$ cat src/psram_slave_pkg.sv
/*
 * Shared constants for the pseudo-static DRAM slave port: the
 * command-address layout, wrap encodings, timing figures and the
 * transfer states.
 * Assumes a 10 MHz system clock that oversamples the bus pins.
 */
`default_nettype none

package psram_slave_pkg;

    // ****************************************************************
    // bus widths and command-address layout
    // ****************************************************************
    localparam int BYTE_W        = 8;
    localparam int WORD_W        = 16;
    localparam int CA_BYTES      = 6;
    localparam int CA_W          = CA_BYTES * BYTE_W;
    localparam int CA_RW_BIT     = 47;
    localparam int CA_LINEAR_BIT = 45;
    localparam int EDGES_PER_CLK = 2;
    localparam int LAT_MULT_EXT  = 2;
    localparam int CNT_W         = 8;

    // ****************************************************************
    // pin synchroniser layout: {reset, mask, select, clock, data}
    // ****************************************************************
    localparam int              SYNC_W   = 12;
    localparam logic [SYNC_W-1:0] SYNC_RST = 12'ha00;

    // ****************************************************************
    // wrapped burst lengths
    // ****************************************************************
    localparam logic [1:0] WRAP_SEL_16B  = 2'h0;
    localparam logic [1:0] WRAP_SEL_32B  = 2'h1;
    localparam logic [1:0] WRAP_SEL_64B  = 2'h2;
    localparam logic [1:0] WRAP_SEL_128B = 2'h3;
    localparam int WRAP_WORDS_16B  = 8;
    localparam int WRAP_WORDS_32B  = 16;
    localparam int WRAP_WORDS_64B  = 32;
    localparam int WRAP_WORDS_128B = 64;

    // ****************************************************************
    // timing
    // ****************************************************************
    localparam int SYS_CLK_PERIOD_NS   = 100;
    localparam int BUS_CLK_MAX_MHZ     = 200;
    localparam int INIT_ACCESS_TIME_NS = 35;
    localparam int ACC_CYC = (INIT_ACCESS_TIME_NS / SYS_CLK_PERIOD_NS < 1) ? 1 :
                             INIT_ACCESS_TIME_NS / SYS_CLK_PERIOD_NS;

    // ****************************************************************
    // transfer states
    // ****************************************************************
    typedef enum logic [1:0] {
        ST_IDLE = 2'b00,
        ST_CA   = 2'b01,
        ST_LAT  = 2'b10,
        ST_DATA = 2'b11
    } xfer_state_e;

endpackage

`default_nettype wire

$ cat src/psram_word_array.sv
/*
 * Word storage of the pseudo-static DRAM: flip-flops addressed by
 * word index, with a byte-enabled write and a registered read.
 * Assumes one address shared by read and write.
 */
`timescale 1ns/10ps
`default_nettype none

module psram_word_array
    import psram_slave_pkg::*;
#(
    parameter int ADDR_W = 8
) (
    // clock
    input  wire logic              i_clk_sys,
    // write side
    input  wire logic              i_wr_en,
    input  wire logic [1:0]        i_wr_be,
    input  wire logic [WORD_W-1:0] i_wr_data,
    // shared address and read data
    input  wire logic [ADDR_W-1:0] i_addr,
    output logic      [WORD_W-1:0] o_rd_data
);

    // ****************************************************************
    // storage
    // ****************************************************************
    logic [WORD_W-1:0] mem_ff [2**ADDR_W];

    always_ff @(posedge i_clk_sys) begin
        if (i_wr_en && i_wr_be[1]) begin
            mem_ff[i_addr][WORD_W-1:BYTE_W] <= i_wr_data[WORD_W-1:BYTE_W];
        end
        if (i_wr_en && i_wr_be[0]) begin
            mem_ff[i_addr][BYTE_W-1:0] <= i_wr_data[BYTE_W-1:0];
        end
    end

    // read word lands one cycle after the address settles
    always_ff @(posedge i_clk_sys) begin
        o_rd_data <= mem_ff[i_addr];
    end

endmodule

`default_nettype wire

$ cat src/ddr_psram_slave_port.sv
/*
 * Device-side transaction logic of a self-refreshing pseudo-static
 * DRAM on an eight-bit double-data-rate bus.
 * Assumes the host clock is far slower than i_clk_sys (at least four
 * system cycles per half period) so every bus edge is seen.
 */
// Summary of operation
// - select, six cmd bytes, latency, data
// - one word per clock, two bytes
// - capture inputs on bus clock edges
// - drive strobe line at transaction start
// - strobe high in cmd phase if refresh
// - strobe toggles with each read byte
// - read data edge-aligned with strobe
// - host drives write mask on strobe
// - masked byte unchanged, unmasked byte written
// - linear and 16-128 byte wrapped bursts
// - hybrid: one wrap then linear
// - linear burst never crosses die boundary
// - die end wraps to die start
// - refresh runs itself only when idle
// - latency always the extended setting
// - bus clock at most 200 MHz; oversampled at 10 MHz here, so at most 1.25 MHz
// - first read word within access time
`timescale 1ns/10ps
`default_nettype none

module ddr_psram_slave_port
    import psram_slave_pkg::*;
#(
    parameter int ADDR_W               = 8,
    parameter int LAT_CLKS             = 6,
    parameter int REFRESH_INTERVAL_CYC = 2000,
    parameter int REFRESH_PENALTY_CYC  = 8
) (
    // system
    input  wire logic              i_clk_sys,
    input  wire logic              i_resetn,
    // bus pins
    input  wire logic              i_cs_n,
    input  wire logic              i_bus_clk_true,
    input  wire logic              i_hw_reset_n,
    input  wire logic [BYTE_W-1:0] i_dq,
    output logic      [BYTE_W-1:0] o_dq,
    output logic                   o_dq_oe,
    input  wire logic              i_strobe_mask_line,
    output logic                   o_strobe_mask_line,
    output logic                   o_strobe_mask_oe,
    // burst setup
    input  wire logic [1:0]        i_wrap_len_sel,
    input  wire logic              i_hybrid_en,
    // status
    output logic                   o_refresh_pending
);

    localparam logic [CNT_W-1:0] CA_LAST  = CNT_W'(CA_BYTES - 1);
    localparam logic [CNT_W-1:0] LAT_LAST =
        CNT_W'(LAT_MULT_EXT * EDGES_PER_CLK * LAT_CLKS - 1);
    localparam int INTV_W = $clog2(REFRESH_INTERVAL_CYC);
    localparam int PEN_W  = $clog2(REFRESH_PENALTY_CYC + 1);
    localparam logic [INTV_W-1:0] INTV_LAST = INTV_W'(REFRESH_INTERVAL_CYC - 1);
    localparam logic [PEN_W-1:0]  PEN_LAST  = PEN_W'(REFRESH_PENALTY_CYC - 1);

    // ****************************************************************
    // address arithmetic
    // ****************************************************************
    function automatic logic [ADDR_W-1:0] wrap_mask(input logic [1:0] sel);
        case (sel)
            WRAP_SEL_16B:  wrap_mask = ADDR_W'(WRAP_WORDS_16B - 1);
            WRAP_SEL_32B:  wrap_mask = ADDR_W'(WRAP_WORDS_32B - 1);
            WRAP_SEL_64B:  wrap_mask = ADDR_W'(WRAP_WORDS_64B - 1);
            WRAP_SEL_128B: wrap_mask = ADDR_W'(WRAP_WORDS_128B - 1);
            default:       wrap_mask = ADDR_W'(WRAP_WORDS_16B - 1);
        endcase
    endfunction

    // die end wraps to start
    // die bit held, so the count rolls over inside the die
    function automatic logic [ADDR_W-1:0] lin_inc(input logic [ADDR_W-1:0] a);
        lin_inc = {a[ADDR_W-1], a[ADDR_W-2:0] + 1'b1};
    endfunction

    function automatic logic [ADDR_W-1:0] wrap_inc(input logic [ADDR_W-1:0] a,
                                                   input logic [ADDR_W-1:0] m);
        wrap_inc = (a & ~m) | ((a + 1'b1) & m);
    endfunction

    // ****************************************************************
    // pin synchronisers
    // ****************************************************************
    // slow host clock oversampled
    logic [SYNC_W-1:0] sync1_ff;
    logic [SYNC_W-1:0] sync2_ff;
    logic              bclk_prev_ff;

    always_ff @(posedge i_clk_sys or negedge i_resetn) begin
        if (!i_resetn) begin
            sync1_ff     <= SYNC_RST;
            sync2_ff     <= SYNC_RST;
            bclk_prev_ff <= 1'b0;
        end else begin
            sync1_ff     <= {i_hw_reset_n, i_strobe_mask_line, i_cs_n, i_bus_clk_true, i_dq};
            sync2_ff     <= sync1_ff;
            bclk_prev_ff <= sync2_ff[BYTE_W];
        end
    end

    wire              hw_rst_n_s = sync2_ff[SYNC_W-1];
    wire              mask_s     = sync2_ff[SYNC_W-2];
    wire              cs_n_s     = sync2_ff[SYNC_W-3];
    wire              bclk_s     = sync2_ff[BYTE_W];
    wire [BYTE_W-1:0] dq_s       = sync2_ff[BYTE_W-1:0];
    wire              bus_edge   = bclk_s ^ bclk_prev_ff;
    wire              abort      = cs_n_s | ~hw_rst_n_s;

    // ****************************************************************
    // transfer state and decode
    // ****************************************************************
    xfer_state_e       state_ff;
    xfer_state_e       nxt_state;
    logic [CNT_W-1:0]  cnt_ff;
    logic [CA_W-1:0]   ca_ff;
    logic              is_read_ff;
    logic              linear_ff;
    logic              hybrid_ff;
    logic [ADDR_W-1:0] addr_ff;
    logic [ADDR_W-1:0] wmask_ff;
    logic [ADDR_W-1:0] wcnt_ff;
    logic [WORD_W-1:0] rd_word;
    logic              pending_ff;

    wire [CA_W-1:0] ca_shift  = {ca_ff[CA_W-BYTE_W-1:0], dq_s};
    // sixth command edge ends the phase
    wire ca_last   = (state_ff == ST_CA) && bus_edge && (cnt_ff == CA_LAST);
    wire lat_last  = (state_ff == ST_LAT) && bus_edge && (cnt_ff == LAT_LAST);
    wire data_edge = (state_ff == ST_DATA) && bus_edge;
    wire hi_half   = ~cnt_ff[0];
    wire word_done = data_edge & cnt_ff[0];
    wire enter_ca  = (state_ff == ST_IDLE) && (nxt_state == ST_CA);
    wire nxt_is_read = ca_last ? ca_shift[CA_RW_BIT] : is_read_ff;
    // switch to linear after one full wrap
    wire hyb_switch = word_done & ~linear_ff & hybrid_ff & (wcnt_ff == wmask_ff);
    // linear steps stay inside the die
    wire [ADDR_W-1:0] adv_addr = hyb_switch ? lin_inc(addr_ff | wmask_ff) :
                                 linear_ff  ? lin_inc(addr_ff) :
                                              wrap_inc(addr_ff, wmask_ff);
    // mask from the host on writes
    wire              wr_en   = data_edge & ~is_read_ff & ~mask_s;
    wire [1:0]        wr_be   = hi_half ? 2'b10 : 2'b01;
    wire [WORD_W-1:0] wr_data = {dq_s, dq_s};

    always_comb begin
        nxt_state = state_ff;
        case (state_ff)
            ST_IDLE: if (!abort) nxt_state = ST_CA;
            ST_CA:   if (ca_last) nxt_state = ST_LAT;
            ST_LAT:  if (lat_last) nxt_state = ST_DATA;
            ST_DATA: nxt_state = ST_DATA;
            default: nxt_state = ST_IDLE;
        endcase
        if (abort) begin
            nxt_state = ST_IDLE;
        end
    end

    wire              cnt_clr = (nxt_state != state_ff) || (state_ff == ST_IDLE);
    wire [CNT_W-1:0]  nxt_cnt = cnt_clr ? '0 : (bus_edge ? cnt_ff + 1'b1 : cnt_ff);

    always_ff @(posedge i_clk_sys or negedge i_resetn) begin
        if (!i_resetn) begin
            state_ff <= ST_IDLE;
            cnt_ff   <= '0;
        end else begin
            state_ff <= nxt_state;
            cnt_ff   <= nxt_cnt;
        end
    end

    // ****************************************************************
    // command capture and burst address
    // ****************************************************************
    always_ff @(posedge i_clk_sys or negedge i_resetn) begin
        if (!i_resetn) begin
            ca_ff      <= '0;
            is_read_ff <= 1'b0;
            linear_ff  <= 1'b0;
            hybrid_ff  <= 1'b0;
            addr_ff    <= '0;
            wmask_ff   <= '0;
            wcnt_ff    <= '0;
        end else begin
            if ((state_ff == ST_CA) && bus_edge) begin
                ca_ff <= ca_shift;
            end
            if (ca_last) begin
                is_read_ff <= ca_shift[CA_RW_BIT];
                linear_ff  <= ca_shift[CA_LINEAR_BIT];
                hybrid_ff  <= i_hybrid_en;
                addr_ff    <= ca_shift[ADDR_W-1:0];
                wmask_ff   <= wrap_mask(i_wrap_len_sel);
                wcnt_ff    <= '0;
            end else if (word_done && !abort) begin
                addr_ff   <= adv_addr;
                linear_ff <= linear_ff | hyb_switch;
                wcnt_ff   <= wcnt_ff + 1'b1;
            end
        end
    end

    // registered read, one cycle behind address
    psram_word_array #(
        .ADDR_W    (ADDR_W)
    ) u_array (
        .i_clk_sys (i_clk_sys),
        .i_wr_en   (wr_en),
        .i_wr_be   (wr_be),
        .i_wr_data (wr_data),
        .i_addr    (addr_ff),
        .o_rd_data (rd_word)
    );

    // ****************************************************************
    // pin drivers
    // ****************************************************************
    // strobe driven from transaction start
    // refresh flag shown during command phase
    // strobe follows the bus clock on reads
    wire nxt_strobe = enter_ca ? pending_ff :
                      (state_ff == ST_CA && nxt_state == ST_CA) ? o_strobe_mask_line :
                      (data_edge && is_read_ff) ? bclk_s :
                      (state_ff == ST_DATA && nxt_state == ST_DATA) ? o_strobe_mask_line :
                      1'b0;
    wire nxt_strobe_oe = (nxt_state == ST_CA) ||
                         (((nxt_state == ST_LAT) || (nxt_state == ST_DATA)) && nxt_is_read);
    wire nxt_dq_oe = (nxt_state == ST_DATA) && nxt_is_read;

    always_ff @(posedge i_clk_sys or negedge i_resetn) begin
        if (!i_resetn) begin
            o_dq               <= '0;
            o_dq_oe            <= 1'b0;
            o_strobe_mask_line <= 1'b0;
            o_strobe_mask_oe   <= 1'b0;
        end else begin
            // byte changes on the strobe edge
            if (data_edge && is_read_ff) begin
                o_dq <= hi_half ? rd_word[WORD_W-1:BYTE_W] : rd_word[BYTE_W-1:0];
            end
            o_dq_oe            <= nxt_dq_oe;
            o_strobe_mask_line <= nxt_strobe;
            o_strobe_mask_oe   <= nxt_strobe_oe;
        end
    end

    // ****************************************************************
    // self refresh
    // ****************************************************************
    logic [INTV_W-1:0] intv_cnt_ff;
    logic [PEN_W-1:0]  pen_cnt_ff;
    logic              run_ff;

    wire intv_done     = (intv_cnt_ff == INTV_LAST);
    // refresh starts only on an idle bus
    wire refresh_start = pending_ff & ~run_ff & (state_ff == ST_IDLE) & cs_n_s;
    wire refresh_done  = run_ff & (pen_cnt_ff == PEN_LAST);

    always_ff @(posedge i_clk_sys or negedge i_resetn) begin
        if (!i_resetn) begin
            intv_cnt_ff <= '0;
            pen_cnt_ff  <= '0;
            run_ff      <= 1'b0;
            pending_ff  <= 1'b0;
        end else begin
            intv_cnt_ff <= intv_done ? '0 : intv_cnt_ff + 1'b1;
            pen_cnt_ff  <= run_ff ? pen_cnt_ff + 1'b1 : '0;
            run_ff      <= refresh_start | (run_ff & ~refresh_done);
            pending_ff  <= intv_done | (pending_ff & ~refresh_done);
        end
    end

    assign o_refresh_pending = pending_ff;
endmodule

`default_nettype wire

$ cat config.mk
export PLATFORM = sky130hd
export DESIGN_NAME = ddr_psram_slave_port
export DESIGN_NICKNAME = d
export VERILOG_FILES = /design/src/psram_slave_pkg.sv /design/src/psram_word_array.sv /design/src/ddr_psram_slave_port.sv
export SDC_FILE = /design/constraint.sdc
export NUM_CORES = 2
export LEC_CHECK = 0
export BUFFER_PORTS_ARGS = -buffer_cell sky130_fd_sc_hd__buf_2
export CELL_PAD_IN_SITES_DETAIL_PLACEMENT = 0
export CELL_PAD_IN_SITES_GLOBAL_PLACEMENT = 1
export CORE_ASPECT_RATIO = 0.7
export CORE_MARGIN = 3
export CORE_UTILIZATION = 40
export DETAILED_ROUTE_END_ITERATION = 6
export GPL_TIMING_DRIVEN = 1
export PLACE_DENSITY = 0.69
export SYNTH_ARGS = -nofsm -noshare
export SYNTH_HDL_FRONTEND = slang
export SYNTH_HIERARCHICAL = 1
export SYNTH_SLANG_ARGS = --single-unit
export TNS_END_PERCENT = 100
$ cat constraint.sdc
create_clock -name i_clk_sys -period 18.19 [get_ports i_clk_sys]
set_input_delay 3.638 -clock i_clk_sys [delete_from_list [all_inputs] [get_ports i_clk_sys]]
set_output_delay 3.638 -clock i_clk_sys [all_outputs]
set_load 0.005 [all_outputs]
# Word level (Yosys, flattened, before mapping)

Memory sizes are Yosys's and may differ from the RTL's. A register that Yosys moved wholly into a read port is not among the register bits.
Cells that the tools add are included.

$add $sub $neg: 7
Multipliers: 0
Divide/modulo/power cells: 0
Magnitude comparators: 0
Eq/ne operators: 18
Shifts and indexed selects: 0
Muxes and demuxes: 28
Bitwise logic cells: 28
Reductions and logical operators: 24

Operators with widths:

| operator                | number |
|---|---|
| $mux W8                 | 9 |
| $pmux W8 S4             | 1 |
| $add A8 B1 Y8 const B   | 3 |
| $and A8 B8 Y8           | 2 |
| $or A8 B8 Y8            | 2 |
| $add A7 B1 Y7 const B   | 2 |
| $logic_and A1 B1 Y1     | 14 |
| $and A1 B1 Y1           | 12 |
| $eq A2 B2 Y1 const B    | 6 |
| $add A11 B1 Y11 const B | 1 |
| $eq A11 B11 Y1 const B  | 1 |
| $mux W1                 | 11 |
| $mux W11                | 1 |
| $eq A8 B3 Y1 const B    | 1 |
| $eq A8 B5 Y1 const B    | 1 |
| $eq A8 B8 Y1            | 1 |
| $mux W2                 | 4 |
| $not A8 Y8              | 1 |
| $pmux W2 S4             | 1 |
| $eq A2 B1 Y1 const B    | 3 |
| $not A1 Y1              | 6 |
| $add A4 B1 Y4 const B   | 1 |
| $eq A4 B3 Y1 const B    | 1 |
| $logic_not A2 Y1        | 2 |
| other kinds (11)        | 18 |

Register bits: 130
Latch bits: 0
RAM bits: 4,096
Memory bits (read-only): 0
Bits of input ports: 17
Output and inout bits: 12
Memories: 1

Memories:

| name           | depth | bits a word | rd ports | clocked after memory_dff | wr ports | RTL line               | source |
|---|---|---|---|---|---|---|---|
| u_array.mem_ff | 256   | 16          | 1        | 1                        | 1        | psram_word_array.sv:28 | `logic [WORD_W-1:0] mem_ff [2**ADDR_W];` |

# Depth between registers and ports, before layout

Depth in word-level cells: 12
Gate-level depth with buffers: 11
Depth with buffers taken out: 10

# Hierarchy

The synthesis kept the hierarchy.

Modules (own cells, without submodules):

| module               | times used | cells each | area each (µm²) | seq. area each (µm²) |
|---|---|---|---|---|
| psram_word_array     | 1          | 7,036      | 156,694.0       | 123,318.3 |
| ddr_psram_slave_port | 1          | 396        | 4,260.3         | 2,407.3 |

# Least setup slack after synthesis

Ideal clock, no wire load.

Kind: register to register
From: register sync2_ff[5]
To: memory u_array.mem_ff[0][13] (data pin)
Setup time: 1.407 ns
Data arrival time: 6.075 ns
Required time: 16.783 ns
Slack: 10.709 ns
Cell stages (with the launch flop): 1
Period minus slack after synthesis: 7.481 ns
Cell sequence: dfrtp_1

RTL lines:

| item                   | RTL line                    | source |
|---|---|---|
| start, declared        | ddr_psram_slave_port.sv:93  | `logic [SYNC_W-1:0] sync2_ff;` |
| start signal, assigned | ddr_psram_slave_port.sv:103 | `sync2_ff <= sync1_ff;` |
| end, declared          | psram_word_array.sv:28      |  |

No word-level cell before the write port.

==> flow_summary.toml <==
[grt]
grt_pass1_vias = 77760
grt_use_total = 0.1930
antenna_found_initial = 15
grt_pass1_wl_mm = 577.5
grt_max_degree = 200
global_route_overflow = 0

[detailed_routing]
drt-pass1-iter-count = 6
routedLengthMet1_mm = 170.6
highest_signal_layer = "met5"
post_drt_via_cell_ratio = 5.972
avgRoutedWirePerCell_microns = 30.48
dr_wl_met3_mm = 44.63
dr_wl_met2_mm = 177.1
num_vias = 78670
post-route-drc-count = 0
totalWireLength_mm = 401.5
dr_iter_0_viols = 10350
drtAntennaViolNets = 0

[clocking]
cts-buffers-inserted = 395
cts.clk_slew.worst_paths_ps = 60
htree_levels = 5
cts_tree = "built"
worstSkewPairLatency_ps = 940
ctsRootBufferMaster = "clkbuf_16"
post-cts-setup-buffers = 0
clockBufferDepth = 4
ctsResizeCount = 0
cts_num_sinks = 4208
cts_hold_repair.buffers = 0

[run_status]
outcome = "complete, no violations"

[power]
power_switching_share = 0.1954
power_report.internal_total_mw = 15.30
p_sw_mw = 3.716
vdd.ir_drop.worst_uv = 84.30
seqPwrFrac = 0.561
power.total_mw = 19.02
power-per-cell-area_mw_per_mm2 = 105.6
p_leak_nw = 53.29
clkPwrFrac = 0.431
combPwrFrac = 0.008

[final_layout]
final_area_sq_mm = 0.1802
area_delta_synth_final_pct = 11.94
fill_cells = 32750
nNetsFinal = 7570
drive_above_1_share = 0.2379
fraction_of_the_core_area_covered_by_cells_at_the_end_of_the_flow = 0.4507
stdcell_count = 13170

[setup_path]
critical_path.endpoint = "u_array/o_rd_data[8]"
ff2ff_path_depth = 9
required_ps = 18940
timing.critical_path.from_type = "flop"
r2r_start = "addr_ff[0]"
setup_crit_path_kind = "reg2reg"
cp_max_fo = 44
worst_ep_arrival_time_ps = 7060
category_of_the_worst_setup_path_capture_point = "flop"
timing.critical_path.from = "addr_ff[0]"
reg2reg_slack_ps = 11890
r2r-end = "u_array/o_rd_data[8]"

[die]
die_width_microns = 764.2
dieArea_sq_mm = 0.4102
io-pin-count = 29
floorplan.initialDensity = 0.4026
core_region_area_sq_mm = 0.3998
num_rows = 194
chipHeight_microns = 536.7

[placement]
post-place-cells = 12440
count_of_buffers_from_port_buffering = 28
gp_congestion = 0.8019
hpwlAfterDp_mm = 231.4
placed_cell_area_sq_mm = 0.1674
place_ws_ps = 11670

[yosys]
library_cells_used_by_synthesis = 53
synth-edff-count = 4096
mappedNetlistNets = 7457
synth_async_sr_flop_share = 0.02281
synth-seq-area-share = 0.7811
syn_avg_cell_area_sq_um = 21.66
dominantRegCellSynth = "edfxtp_1"
syn_area_sq_mm = 0.1610
synth.yosys.warnings = 6
synth.ff_latch_count = 4208
syn_inst = 7432

[sta]
timing.max_slew.rel_slack = 0.06459
setup_total_negative_slack_ps = 0
final.period_utilization = 0.3464
final-setup-viol-count = 0
finalHoldWorstSlack_ps = 351.9
timing.final.hold_violations = 0
fmax_mhz = 158.7
final_critical_path_setup_slack_ps = 11890
tightestPinTransition_ps = 1403
fin_skew_ps = 60.02
grt_setup_unrepaired = "no"
period_needed_ps = 6302
timing_max_transition_violations_final = 0

[run]
cap_viol_max_count = 0

[hold_path]
hold_start = "sync1_ff[0]"
hold_path.class = "reg2reg"
-- power by group through the flow --
stage | clock network (mW) | logic [mW] | registers, mW
global route | 8.74 | 0.168 | 10.7
floorplan | 0 | 0.0121 | 11.0
CTS | 8.35 | 0.156 | 10.7
finish | 8.19 | 0.152 | 10.7
global placement | 0 | 0.144 | 10.9
detailed placement | 0 | 0.157 | 10.9
-- cells in the mapped netlist (all sizes together) (2+ instances only) --
cell    instances  share of area
edfxtp       4096           0.76
mux4         1024           0.14
nor2          562          0.013
a22oi         513          0.024
clkbuf        285         0.0066
a21oi         267         0.0083
buf           188         0.0071
dfrtp          92          0.014
nand2          64         0.0015
o41ai          64         0.0039
nand3          51         0.0016
nand4          30         0.0012
o21ai          22        0.00068
xor2           20         0.0011
mux2i          17         0.0011
dfxtp          16         0.0020
mux2           13        0.00091
and3           11        0.00046
nor2b          10        0.00039
nor3           10        0.00031
and2            9        0.00035
ha              8        0.00062
inv             8        0.00019
xnor2           7        0.00038
nand2b          6        0.00023
nor4            5        0.00023
a21o            4        0.00019
dfstp           4        0.00065
o31ai           4        0.00019
nor3b           3        0.00014
or3             3        0.00012
a22o            2        0.00011
o31a            2        0.00011
or2             2       0.000078
-- worst max-delay path, cell delays in order, from the launching register on --
cell and delay, ps:
dfrtp_4 750, buf_4 610, buf_4 560, buf_4 770, buf_4 740, mux4_2 600, a22oi_1 340, a21oi_1 160
o41ai_1 1190, nand4_1 190
-- state kept, by name (all words and copies together) (netlist names), 2 cells and up, named ones only --
signal and cells:
addr_ff 3, ca_ff 10, cnt_ff 8, intv_cnt_ff 11, o_dq 8, pen_cnt_ff 4, state_ff 2, sync1_ff 12
sync2_ff 12, u_array/mem_ff 4096, u_array/o_rd_data 16, wcnt_ff 8, wmask_ff 4
-- layer usage --
layer  track usage  up-vias
met5             0        -
met2        0.2764     3890
met1        0.2948    42620
met3       0.05234      556
met4       0.04588        2
li1              -    31600
-- worst min path at each step --
stage              endpoint  depth (start not counted)
5_1_grt         sync2_ff[7]                          0
3_5_place_dp   sync2_ff[10]                          0
2_1_floorplan   sync2_ff[0]                          0
6_report        sync2_ff[0]                          0
3_3_place_gp    sync2_ff[2]                          0
4_1_cts         sync2_ff[3]                          0
-- final cells by class --
class | instances | area, sq um | share of cell area
Antenna cell | 8 | 20.02 | 0.0001111
Sequential cell | 4208 | 125800 | 0.6980
Tap cell | 5292 | 6621 | 0.03675
Multi-Input combinational cell | 2743 | 33460 | 0.1857
Inverter | 8 | 30.03 | 0.0001667
Clock inverter | 238 | 2278 | 0.01265
Clock buffer | 487 | 10430 | 0.05789
Timing Repair Buffer | 189 | 1568 | 0.008702
-- cells in the final DEF (no fill, tap or decap), drive strengths merged, types with 3 or more instances in the layout --
| cell type | netlist | layout |
|---|---|---|
| dfstp | 4 | 4 |
| mux2i | 17 | 17 |
| mux2 | 13 | 13 |
| nand3 | 51 | 51 |
| nor3b | 3 | 3 |
| buf | 188 | 189 |
| nand4 | 30 | 30 |
| mux4 | 1024 | 1024 |
| a21oi | 267 | 267 |
| clkinv | 0 | 172 |
| a22oi | 513 | 513 |
| nor3 | 10 | 10 |
| inv | 8 | 18 |
| xnor2 | 7 | 7 |
| o31ai | 4 | 4 |
| edfxtp | 4096 | 4096 |
| nand2 | 64 | 64 |
| and3 | 11 | 11 |
| clkbuf | 285 | 487 |
| a21o | 4 | 4 |
| dfxtp | 16 | 16 |
| o41ai | 64 | 64 |
| nand2b | 6 | 6 |
| clkinvlp | 0 | 16 |
| nor2 | 562 | 562 |
| bufinv | 0 | 40 |
| xor2 | 20 | 20 |
| diode | 0 | 8 |
| or3 | 3 | 3 |
| nor4 | 5 | 5 |
| and2 | 9 | 9 |
| o21ai | 22 | 22 |
| ha | 8 | 8 |
| dfrtp | 92 | 92 |
| nor2b | 10 | 10 |
-- cells by family after synthesis --
family                   count (synthesis)  share of synthesized area
AND/OR/NAND/NOR                        768                    0.01979
multiplexers                          1054                     0.1453
AO/OA/AOI/OAI                          886                    0.03785
XOR/XNOR                                27                   0.001469
buffers and inverters                  481                    0.01389
flip-flops                            4208                     0.7811
adder cells (fa/ha/maj)                  8                  0.0006219
(Power assumes the default switching activity.)
